==> src/logic/mcrb_map.vh <==
`ifndef MCRB_MAP_VH
`define MCRB_MAP_VH
// Register addresses
`define MCRB_ADDR_ETA     7'h21
`define MCRB_ADDR_ADC0    7'h23
`define MCRB_ADDR_ADC15   7'h32
`define MCRB_ADDR_DAC0    7'h33
`define MCRB_ADDR_DAC11   7'h3e
`define MCRB_ADDR_CLR0    7'h3f
`define MCRB_ADDR_CLR11   7'h4a
`define MCRB_ADDR_GPIO    7'h4b
`define MCRB_ADDR_CTRL    7'h4c
// Reset values
`define MCRB_RST_GPIO     8'hff
`define MCRB_RST_CTRL     16'h2000
`define MCRB_RST_CODE     12'h000
`define MCRB_RST_ETA      8'h00
// Main control fields
`define MCRB_B_REPEAT_CONVERSION_SEL      13
`define MCRB_B_SOFT_CONVERT_START      12
`define MCRB_B_SYNC_OUTPUT_LOAD      11
`define MCRB_B_REFSEL     10
`define MCRB_B_ALMEN      9
`define MCRB_B_RDY        7
`define MCRB_B_ANYALM     6
// Pin pairs handed to the remote sensors
`define MCRB_B_S1_PINS    4
`define MCRB_B_S2_PINS    6
// Counts and widths
`define MCRB_N_ADC        16
`define MCRB_N_DAC        12
`define MCRB_W_CODE       12
`define MCRB_W_IDX        4
`endif

==> src/logic/mcrb_dac_bank.v <==
`timescale 1ns/1ns
`include "mcrb_map.vh"
module mcrb_dac_bank (
  input  wire        i_mclk,
  input  wire        i_nrst,
  input  wire        i_code_wr,
  input  wire        i_clr_wr,
  input  wire [3:0]  i_idx,
  input  wire [11:0] i_wdata,
  input  wire        i_load,
  input  wire        i_clear,
  input  wire [3:0]  i_rd_idx,
  output wire [11:0] o_code,
  output wire [11:0] o_clr_level,
  output reg  [143:0] o_latch
);
  reg [11:0] code_q [0:11];
  reg [11:0] clr_q  [0:11];
  integer    k;

  always @(posedge i_mclk or negedge i_nrst) begin
    if (!i_nrst) begin
      for (k = 0; k < `MCRB_N_DAC; k = k + 1) begin
        code_q[k] <= `MCRB_RST_CODE;
        clr_q[k]  <= `MCRB_RST_CODE;
      end
      o_latch <= {144{1'b0}};
    end else begin
      if (i_code_wr)
        code_q[i_idx] <= i_wdata;
      if (i_clr_wr)
        clr_q[i_idx] <= i_wdata;
      // Clear outranks a load in the same cycle: it is the safe state
      for (k = 0; k < `MCRB_N_DAC; k = k + 1) begin
        if (i_clear)
          o_latch[k*12 +: 12] <= clr_q[k];
        else if (i_load)
          o_latch[k*12 +: 12] <= code_q[k];
      end
    end
  end

  assign o_code      = code_q[i_rd_idx];
  assign o_clr_level = clr_q[i_rd_idx];
endmodule

==> src/logic/mcrb_reg_bank.v <==
`timescale 1ns/1ns
`include "mcrb_map.vh"
// What this block does
// - Hold an 8-bit signed ideality correction code, 7Fh largest, 80h smallest.
// - Result registers show a 12-bit read-only value; upper bits zero; reset zero.
// - Channel n result goes to result register n, straight binary single-ended.
// - Differential pairs 0/1 and 2/3 store into registers 0 and 2, two's complement.
// - Twelve readable 12-bit output codes, transferred into each output latch.
// - Twelve 12-bit clear levels, loaded into the output latch on clear.
// - Pin register write: bit 0 drives pin low, bit 1 releases it.
// - Pin register read returns sampled levels of all eight pins.
// - Any reset sets all pin bits to 1, releasing every pin.
// - With remote sensor one enabled, pin bits 4 and 5 are ignored.
// - With remote sensor two enabled, pin bits 6 and 7 are ignored.
// - Main control resets to 2000h with the documented bit layout.
// - Soft convert bit starts a conversion and self-clears once started.
// - Ready flag clears on result read, conversion start, or written zero.
// - Any-alarm flag ORs the alarms, sticks until the status register is read.
// - Repeat mode keeps the sequence running until the bit is cleared.
module mcrb_reg_bank (
  input  wire         i_mclk,
  input  wire         i_nrst,
  input  wire         i_soft_rst,
  input  wire         i_wr,
  input  wire         i_rd,
  input  wire [6:0]   i_addr,
  input  wire [15:0]  i_wdata,
  output reg  [15:0]  o_rdata,
  output reg          o_rvalid,
  input  wire         i_res_wr,
  input  wire [3:0]   i_res_ch,
  input  wire [11:0]  i_res_data,
  input  wire         i_diff01,
  input  wire         i_diff23,
  input  wire         i_conv_started,
  input  wire         i_seq_done,
  input  wire [15:0]  i_alarms,
  input  wire         i_status_rd,
  input  wire         i_out_clear,
  input  wire         i_remote_sensor_one,
  input  wire         i_remote_sensor_two,
  input  wire [7:0]   i_gpio,
  output reg  [7:0]   o_gpio_oe,
  output reg  [7:0]   o_gpio,
  output reg  [7:0]   o_eta_correction,
  output reg          o_repeat_conversion_sel,
  output reg          o_soft_convert_start,
  output reg          o_ref_sel,
  output reg          o_alarm_pin_en,
  output reg          o_result_ready_flag,
  output reg          o_any_alarm_flag,
  output wire [143:0] o_dac_latch
);
  function in_range;
    input [6:0] a;
    input [6:0] lo;
    input [6:0] hi;
    begin
      in_range = (a >= lo) && (a <= hi);
    end
  endfunction

  function [3:0] idx_of;
    input [6:0] a;
    input [6:0] base;
    reg   [6:0] d;
    begin
      d = a - base;
      idx_of = d[3:0];
    end
  endfunction

  wire        hit_adc = in_range(i_addr, `MCRB_ADDR_ADC0, `MCRB_ADDR_ADC15);
  wire        hit_dac = in_range(i_addr, `MCRB_ADDR_DAC0, `MCRB_ADDR_DAC11);
  wire        hit_clr = in_range(i_addr, `MCRB_ADDR_CLR0, `MCRB_ADDR_CLR11);
  wire        hit_gpio = (i_addr == `MCRB_ADDR_GPIO);
  wire        hit_ctrl = (i_addr == `MCRB_ADDR_CTRL);
  wire        hit_eta  = (i_addr == `MCRB_ADDR_ETA);
  wire [3:0]  adc_idx  = idx_of(i_addr, `MCRB_ADDR_ADC0);
  wire [3:0]  dac_idx  = hit_clr ? idx_of(i_addr, `MCRB_ADDR_CLR0)
                                 : idx_of(i_addr, `MCRB_ADDR_DAC0);
  wire [11:0] adc_rd;
  wire [11:0] dac_code_rd;
  wire [11:0] output_clear_level_rd;
  wire        rst_any = i_soft_rst;
  reg  [7:0]  pin_bits_q;
  reg         sync_output_load_q;
  reg  [3:0]  wr_ch;
  reg         merge_d;

  // Differential pairs land on the even register of the pair
  always @* begin
    wr_ch = i_res_ch;
    merge_d = 1'b0;
    if (i_diff01 && (i_res_ch[3:1] == 3'h0)) begin
      wr_ch = 4'h0;
      merge_d = 1'b1;
    end else if (i_diff23 && (i_res_ch[3:1] == 3'h1)) begin
      wr_ch = 4'h2;
      merge_d = 1'b1;
    end
  end

  // The converter delivers the pair once; an odd-channel beat is dropped
  wire res_we = i_res_wr && !(merge_d && i_res_ch[0]);

  mcrb_result_bank u_res (
    .i_mclk    (i_mclk),
    .i_nrst    (i_nrst),
    .i_wr      (res_we),
    .i_wr_ch   (wr_ch),
    .i_wr_data (i_res_data),
    .i_rd_ch   (adc_idx),
    .o_rd_data (adc_rd)
  );

  mcrb_dac_bank u_dac (
    .i_mclk      (i_mclk),
    .i_nrst      (i_nrst),
    .i_code_wr   (i_wr && hit_dac),
    .i_clr_wr    (i_wr && hit_clr),
    .i_idx       (dac_idx),
    .i_wdata     (i_wdata[11:0]),
    .i_load      (sync_output_load_q),
    .i_clear     (i_out_clear),
    .i_rd_idx    (dac_idx),
    .o_code      (dac_code_rd),
    .o_clr_level (output_clear_level_rd),
    .o_latch     (o_dac_latch)
  );

  reg  [7:0]  pin_mask;
  wire [7:0]  pin_eff;

  // Sensor-owned pins stay released regardless of the stored bits
  always @* begin
    pin_mask = 8'h00;
    if (i_remote_sensor_one) begin
      pin_mask[`MCRB_B_S1_PINS +: 2] = 2'b11;
    end
    if (i_remote_sensor_two) begin
      pin_mask[`MCRB_B_S2_PINS +: 2] = 2'b11;
    end
  end

  assign pin_eff = pin_bits_q | pin_mask;

  // Control reset word; each field takes its own bit of it
  localparam [15:0] CTRL_RST = `MCRB_RST_CTRL;

  wire        wr_gpio   = i_wr && hit_gpio;
  wire        wr_eta    = i_wr && hit_eta;
  wire        wr_ctrl   = i_wr && hit_ctrl;
  wire        rd_adc    = i_rd && hit_adc;
  wire        rdy_set   = i_seq_done && !o_repeat_conversion_sel;
  wire        rdy_clr   = rd_adc || i_conv_started ||
                          (wr_ctrl && !i_wdata[`MCRB_B_RDY]) ||
                          o_repeat_conversion_sel;
  wire        alarm_any = |i_alarms;
  reg  [15:0] ctrl_rd;
  reg  [15:0] rdata_d;

  // Pin register; enable high means the pin is pulled low
  always @(posedge i_mclk or negedge i_nrst) begin
    if (!i_nrst) begin
      pin_bits_q <= `MCRB_RST_GPIO;
      o_gpio     <= 8'h00;
      o_gpio_oe  <= 8'h00;
    end else if (rst_any) begin
      pin_bits_q <= `MCRB_RST_GPIO;
      o_gpio     <= 8'h00;
      o_gpio_oe  <= 8'h00;
    end else begin
      o_gpio    <= 8'h00;
      o_gpio_oe <= ~pin_eff;
      if (wr_gpio) begin
        pin_bits_q <= i_wdata[7:0];
      end
    end
  end

  always @(posedge i_mclk or negedge i_nrst) begin
    if (!i_nrst) begin
      o_eta_correction <= `MCRB_RST_ETA;
    end else if (rst_any) begin
      o_eta_correction <= `MCRB_RST_ETA;
    end else if (wr_eta) begin
      o_eta_correction <= i_wdata[7:0];
    end
  end

  // Load strobe lives one cycle, so the output latches load only once
  always @(posedge i_mclk or negedge i_nrst) begin
    if (!i_nrst) begin
      o_repeat_conversion_sel <= CTRL_RST[`MCRB_B_REPEAT_CONVERSION_SEL];
      sync_output_load_q                 <= CTRL_RST[`MCRB_B_SYNC_OUTPUT_LOAD];
      o_ref_sel               <= CTRL_RST[`MCRB_B_REFSEL];
      o_alarm_pin_en          <= CTRL_RST[`MCRB_B_ALMEN];
    end else if (rst_any) begin
      o_repeat_conversion_sel <= CTRL_RST[`MCRB_B_REPEAT_CONVERSION_SEL];
      sync_output_load_q                 <= CTRL_RST[`MCRB_B_SYNC_OUTPUT_LOAD];
      o_ref_sel               <= CTRL_RST[`MCRB_B_REFSEL];
      o_alarm_pin_en          <= CTRL_RST[`MCRB_B_ALMEN];
    end else begin
      sync_output_load_q <= 1'b0;
      if (wr_ctrl) begin
        o_repeat_conversion_sel <= i_wdata[`MCRB_B_REPEAT_CONVERSION_SEL];
        o_ref_sel               <= i_wdata[`MCRB_B_REFSEL];
        o_alarm_pin_en          <= i_wdata[`MCRB_B_ALMEN];
        sync_output_load_q                 <= i_wdata[`MCRB_B_SYNC_OUTPUT_LOAD];
      end
    end
  end

  // Start request holds until the converter confirms it began
  always @(posedge i_mclk or negedge i_nrst) begin
    if (!i_nrst) begin
      o_soft_convert_start <= CTRL_RST[`MCRB_B_SOFT_CONVERT_START];
    end else if (rst_any) begin
      o_soft_convert_start <= CTRL_RST[`MCRB_B_SOFT_CONVERT_START];
    end else if (wr_ctrl && i_wdata[`MCRB_B_SOFT_CONVERT_START]) begin
      o_soft_convert_start <= 1'b1;
    end else if (i_conv_started) begin
      o_soft_convert_start <= 1'b0;
    end
  end

  // Set wins over every clear; flag only valid in single-pass mode
  always @(posedge i_mclk or negedge i_nrst) begin
    if (!i_nrst) begin
      o_result_ready_flag <= CTRL_RST[`MCRB_B_RDY];
    end else if (rst_any) begin
      o_result_ready_flag <= CTRL_RST[`MCRB_B_RDY];
    end else if (rdy_set) begin
      o_result_ready_flag <= 1'b1;
    end else if (rdy_clr) begin
      o_result_ready_flag <= 1'b0;
    end
  end

  // A fresh alarm outranks a status read in the same cycle
  always @(posedge i_mclk or negedge i_nrst) begin
    if (!i_nrst) begin
      o_any_alarm_flag <= CTRL_RST[`MCRB_B_ANYALM];
    end else if (rst_any) begin
      o_any_alarm_flag <= CTRL_RST[`MCRB_B_ANYALM];
    end else if (alarm_any) begin
      o_any_alarm_flag <= 1'b1;
    end else if (i_status_rd) begin
      o_any_alarm_flag <= 1'b0;
    end
  end

  // Control word as read back; reserved positions stay zero
  always @* begin
    ctrl_rd                 = 16'h0000;
    ctrl_rd[`MCRB_B_REPEAT_CONVERSION_SEL]  = o_repeat_conversion_sel;
    ctrl_rd[`MCRB_B_SOFT_CONVERT_START]  = o_soft_convert_start;
    ctrl_rd[`MCRB_B_SYNC_OUTPUT_LOAD]  = sync_output_load_q;
    ctrl_rd[`MCRB_B_REFSEL] = o_ref_sel;
    ctrl_rd[`MCRB_B_ALMEN]  = o_alarm_pin_en;
    ctrl_rd[`MCRB_B_RDY]    = o_result_ready_flag;
    ctrl_rd[`MCRB_B_ANYALM] = o_any_alarm_flag;
  end

  always @* begin
    rdata_d = 16'h0000;
    if (hit_adc) begin
      rdata_d = {4'h0, adc_rd};
    end else if (hit_dac) begin
      rdata_d = {4'h0, dac_code_rd};
    end else if (hit_clr) begin
      rdata_d = {4'h0, output_clear_level_rd};
    end else if (hit_gpio) begin
      rdata_d = {8'h00, i_gpio};
    end else if (hit_eta) begin
      rdata_d = {8'h00, o_eta_correction};
    end else if (hit_ctrl) begin
      rdata_d = ctrl_rd;
    end
  end

  // Read data is registered and returns to zero between answers
  always @(posedge i_mclk or negedge i_nrst) begin
    if (!i_nrst) begin
      o_rdata  <= 16'h0000;
      o_rvalid <= 1'b0;
    end else if (i_rd) begin
      o_rvalid <= 1'b1;
      o_rdata  <= rdata_d;
    end else begin
      o_rvalid <= 1'b0;
      o_rdata  <= 16'h0000;
    end
  end
endmodule

==> src/logic/mcrb_result_bank.v <==
`timescale 1ns/1ns
`include "mcrb_map.vh"
module mcrb_result_bank (
  input  wire        i_mclk,
  input  wire        i_nrst,
  input  wire        i_wr,
  input  wire [3:0]  i_wr_ch,
  input  wire [11:0] i_wr_data,
  input  wire [3:0]  i_rd_ch,
  output wire [11:0] o_rd_data
);
  // Per-channel results; converter supplies already formatted codes
  reg [11:0] res_q [0:15];
  integer    k;

  always @(posedge i_mclk or negedge i_nrst) begin
    if (!i_nrst) begin
      for (k = 0; k < `MCRB_N_ADC; k = k + 1)
        res_q[k] <= `MCRB_RST_CODE;
    end else if (i_wr) begin
      res_q[i_wr_ch] <= i_wr_data;
    end
  end

  assign o_rd_data = res_q[i_rd_ch];
endmodule

==> config.mk <==
export PLATFORM = sky130hd
export DESIGN_NAME = mcrb_reg_bank
export DESIGN_NICKNAME = d
export VERILOG_FILES = /design/src/logic/mcrb_dac_bank.v /design/src/logic/mcrb_reg_bank.v /design/src/logic/mcrb_result_bank.v
export VERILOG_INCLUDE_DIRS = /design/src /design/src/logic
export SDC_FILE = /design/constraint.sdc
export NUM_CORES = 1
export LEC_CHECK = 0
export BUFFER_PORTS_ARGS = -buffer_cell sky130_fd_sc_hd__buf_2
export CORE_ASPECT_RATIO = 0.75
export CORE_UTILIZATION = 25
export DETAILED_ROUTE_END_ITERATION = 6
export GPL_ROUTABILITY_DRIVEN = 0
export MAX_ROUTING_LAYER = met4
export SYNTH_ARGS = -nofsm -noshare
export SYNTH_HDL_FRONTEND = slang
export SYNTH_SLANG_ARGS = --single-unit
==> constraint.sdc <==
create_clock -name i_mclk -period 3.4 [get_ports i_mclk]
set_input_delay 0.17 -clock i_mclk [delete_from_list [all_inputs] [get_ports i_mclk]]
set_output_delay 0.17 -clock i_mclk [all_outputs]
set_load 0.05 [all_outputs]
==> flow_summary_export.csv <==
group,metric,value,unit
status,status,"finished with violations",
status,violations,"design-rule violations",
place,port_buffers,255,
timing,slew_headroom,18.8,%
timing,whs,0.0325,ns
floorplanning,dieArea,126000,sq um
cts,cts_hold_buf,25,
cts,post_cts_buffers,0,
finish,final_common_cell,"dfrtp_1",
critical_path,cp.depth,11,
route,drc_errors,3,
yosys,synth_warnings,0,
cts,cts_resized,0,
timing,tns,0,ns
timing,drv_slew,0,
global_route,overflow,0,
critical_path,cp_max_fo,15,
cts,clock_latency,0.64,ns
power,power_density,562,nW/um^2
finish,nNetsFinal,2624,
critical_path,startpoint_type,"input port",
critical_path,cp_top_family,"compound AO/OA/AOI/OAI gates",
cts,cts_buffer_depth,3,
critical_path,critPathBufInv,3,
cts,clk_transition_reported_paths,0.06,ns
timing,rsz0062_at_grt,"false",
finish,area_growth,20.2,%
critical_path,arrival,3.08,ns
cts,cts_tree,"built",
route,via_per_inst,4.80,
finish,mostFrequentLayoutCells,"dfrtp_1 (660), mux2_2 (408), buf_2 (252)",
finish,layout-drive-gt1-share,40.2,%
global_route,antenna_found_initial,10,
critical_path,worstSetupPathType,"input port to flip-flop",
critical_path,rr_worst_depth,6,
route,antenna_left,0,
yosys,synthArstFlopShare,100,%
timing,period_share,75.7,%
timing,tightest_slew,1.22,ns
timing,finalHoldViolCount,0,
critical_path,cp_common_cell,"buf_4",
timing,setup-violations-final,0,
critical_path,cp_data_required_time,3.91,ns
yosys,synthFlopType,"dfrtp_1",
power,peakVddDrop,0.313,mV
route,num_vias,20400,
floorplanning,die_y,307,um
global_route,grtUsageTotal,16.7,%
timing,fin_skew,0.0550,ns
global_route,grt_pass1_wl,149000,um
job,maxCapViolations,0,
yosys,ys_seq_elements,670,
hold_path,hold_class,"input port to flip-flop",
floorplanning,num_rows,111,
route,drt_iter0_markers,1701,
yosys,synthDistinctLibCells,77,
yosys,yosysSeqAreaShare,54.0,%
cts,cts-root-buf,"clkbuf_16",
global_route,grt_pass1_vias,20300,
critical_path,endpoint_kind,"flip-flop",
yosys,netlist_area,31100,sq um
route,wl_per_cell,24.3,um
floorplanning,dieWidth,409,um
timing,period_needed,2.58,ns
timing,fmax,388,MHz
critical_path,max_stage_delay,0.98,ns
yosys,synth_cells,2275,
power,p_leak,16.5,nW
cts,cts_sinks,670,
cts,cts-htree-levels,3,
global_route,grt_max_degree,112,
yosys,synth_edf_count,0,
route,wl,103000,um
critical_path,critical_path.slowest_cell,"o311ai_2",
yosys,syn_area_per_cell,13.7,sq um
route,first_pass_iters,7,
floorplanning,core,123000,sq um
cts,numCtsBuffers,77,
place,post-dp-hpwl,71600,um
hold_path,holdPathStages,3,
floorplanning,initial_utilization,25.3,%
floorplanning,io_pins,268,
critical_path,worstPathCellList,"clkbuf_8 -> ha_1 -> o32ai_4 -> nor2_8 -> xnor2_4 -> o311ai_2 -> buf_4 -> a222oi_1 -> buf_4 -> nand2b_1 -> a21oi_1",
==> final timing paths <==
path / startpoint / endpoint / slack (ns)
min in group asynchronous: i_nrst / u_res.res_q[49] / 0.17
min: i_wr / o_alarm_pin_en / 0.03
max: i_addr[0] / o_rdata[5] / 0.82
max reg2reg: u_dac.clr_q[132] / o_rdata[0] / 1.27
max in group asynchronous: i_nrst / u_dac.o_latch[129] / 2.13
min reg2reg: pin_bits_q[3] / o_gpio_oe[3] / 0.47
==> cell families after synthesis <==
group           after synthesis  synth area share, %
simple gates                347                 5.38
fa+ha+maj                     7                0.282
xor+xnor                      6                0.229
buf+inv                     207                 3.06
mux                         760                 31.6
other cells                   1               0.0121
flops                       670                 54.0
compound gates              277                 5.51
==> cell type report <==
class	count	area, sq um
diodes	5	12.5
clock buffers	122	2290
clock inverters	17	254
fillers	12400	85400
inverters	14	52.6
multi-input cells	1407	13500
flip-flops and latches	670	16800
well taps	1638	2050
repair buffers	370	2470
==> worst reg2reg max path, delay by kind of cell (launching register included) <==
family,cells,cell delay (ns)
buffers and inverters,1,0.14
AND/OR/NAND/NOR,2,0.45
flip-flops,1,0.43
multiplexers,1,0.49
AO/OA/AOI/OAI,2,0.52
==> through the flow <==
stage	cells	utilization [%]	worst slack (ns)	power, mW	area (sq um)
3_3_place_gp	4074	28.1	0.280	12.7	34600
4_1_cts	4238	30.4	0.913	21.2	37300
3_5_place_dp	4074	28.1	0.260	12.8	34600
2_1_floorplan	2284	-	0.0550	11.5	31100
6_report	4243	30.4	0.825	21.0	37400
5_1_grt	4242	30.4	0.778	21.8	37400
==> flip-flops by register name, summed over array words and instances (netlist names) <==
register                 cells
o_alarm_pin_en               1
o_any_alarm_flag             1
o_eta_correction             8
o_gpio_oe                    8
o_rdata                     14
o_ref_sel                    1
o_repeat_conversion_sel      1
o_result_ready_flag          1
o_rvalid                     1
o_soft_convert_start         1
pin_bits_q                   8
sync_output_load_q           1
u_dac.clr_q                144
u_dac.code_q               144
u_dac.o_latch              144
u_res.res_q                192
==> metal layers <==
layer | up-vias | wire (um) | track usage (%)
li1 | 8860 | - | -
met2 | 608 | 46000 | 24.1
met4 | 0 | 2870 | 4.90
met5 | - | 0 | -
met3 | 129 | 6940 | 3.79
met1 | 10800 | 47400 | 23.2
==> synthesized netlist by cell type, types with 6 or more instances <==
| library cell | count | share of area (%) |
|---|---|---|
| nand2_1 | 196 | 2.4 |
| dfrtp_1 | 661 | 53 |
| nand3b_1 | 12 | 0.29 |
| inv_1 | 13 | 0.16 |
| mux4_2 | 128 | 9.3 |
| nand3_1 | 26 | 0.42 |
| mux2_2 | 408 | 15 |
| mux2i_1 | 149 | 4.8 |
| a222oi_1 | 9 | 0.29 |
| a211oi_1 | 9 | 0.22 |
| and3_1 | 6 | 0.12 |
| ha_1 | 7 | 0.28 |
| o21ai_0 | 168 | 2.7 |
| nor2_1 | 36 | 0.43 |
| a21oi_1 | 31 | 0.50 |
| buf_4 | 24 | 0.58 |
| buf_1 | 10 | 0.12 |
| or3_1 | 7 | 0.14 |
| nor2_4 | 8 | 0.29 |
| a221oi_1 | 8 | 0.23 |
| a221o_1 | 8 | 0.26 |
| clkbuf_1 | 117 | 1.4 |
| nand2b_1 | 13 | 0.26 |
| buf_2 | 37 | 0.60 |
| nor4_1 | 6 | 0.12 |
| mux2_1 | 75 | 2.7 |
| nor3_1 | 9 | 0.14 |
| dfstp_2 | 9 | 0.76 |
==> power by group <==
group / total (mW) / switching [mW] / internal (mW)
Clock: 8.36 / 3.42 / 4.94
Sequential: 9.43 / 0.559 / 8.88
Combinational: 3.19 / 1.79 / 1.41
Total: 21.0 / 5.77 / 15.2
Power figures use the tool's default switching activity.
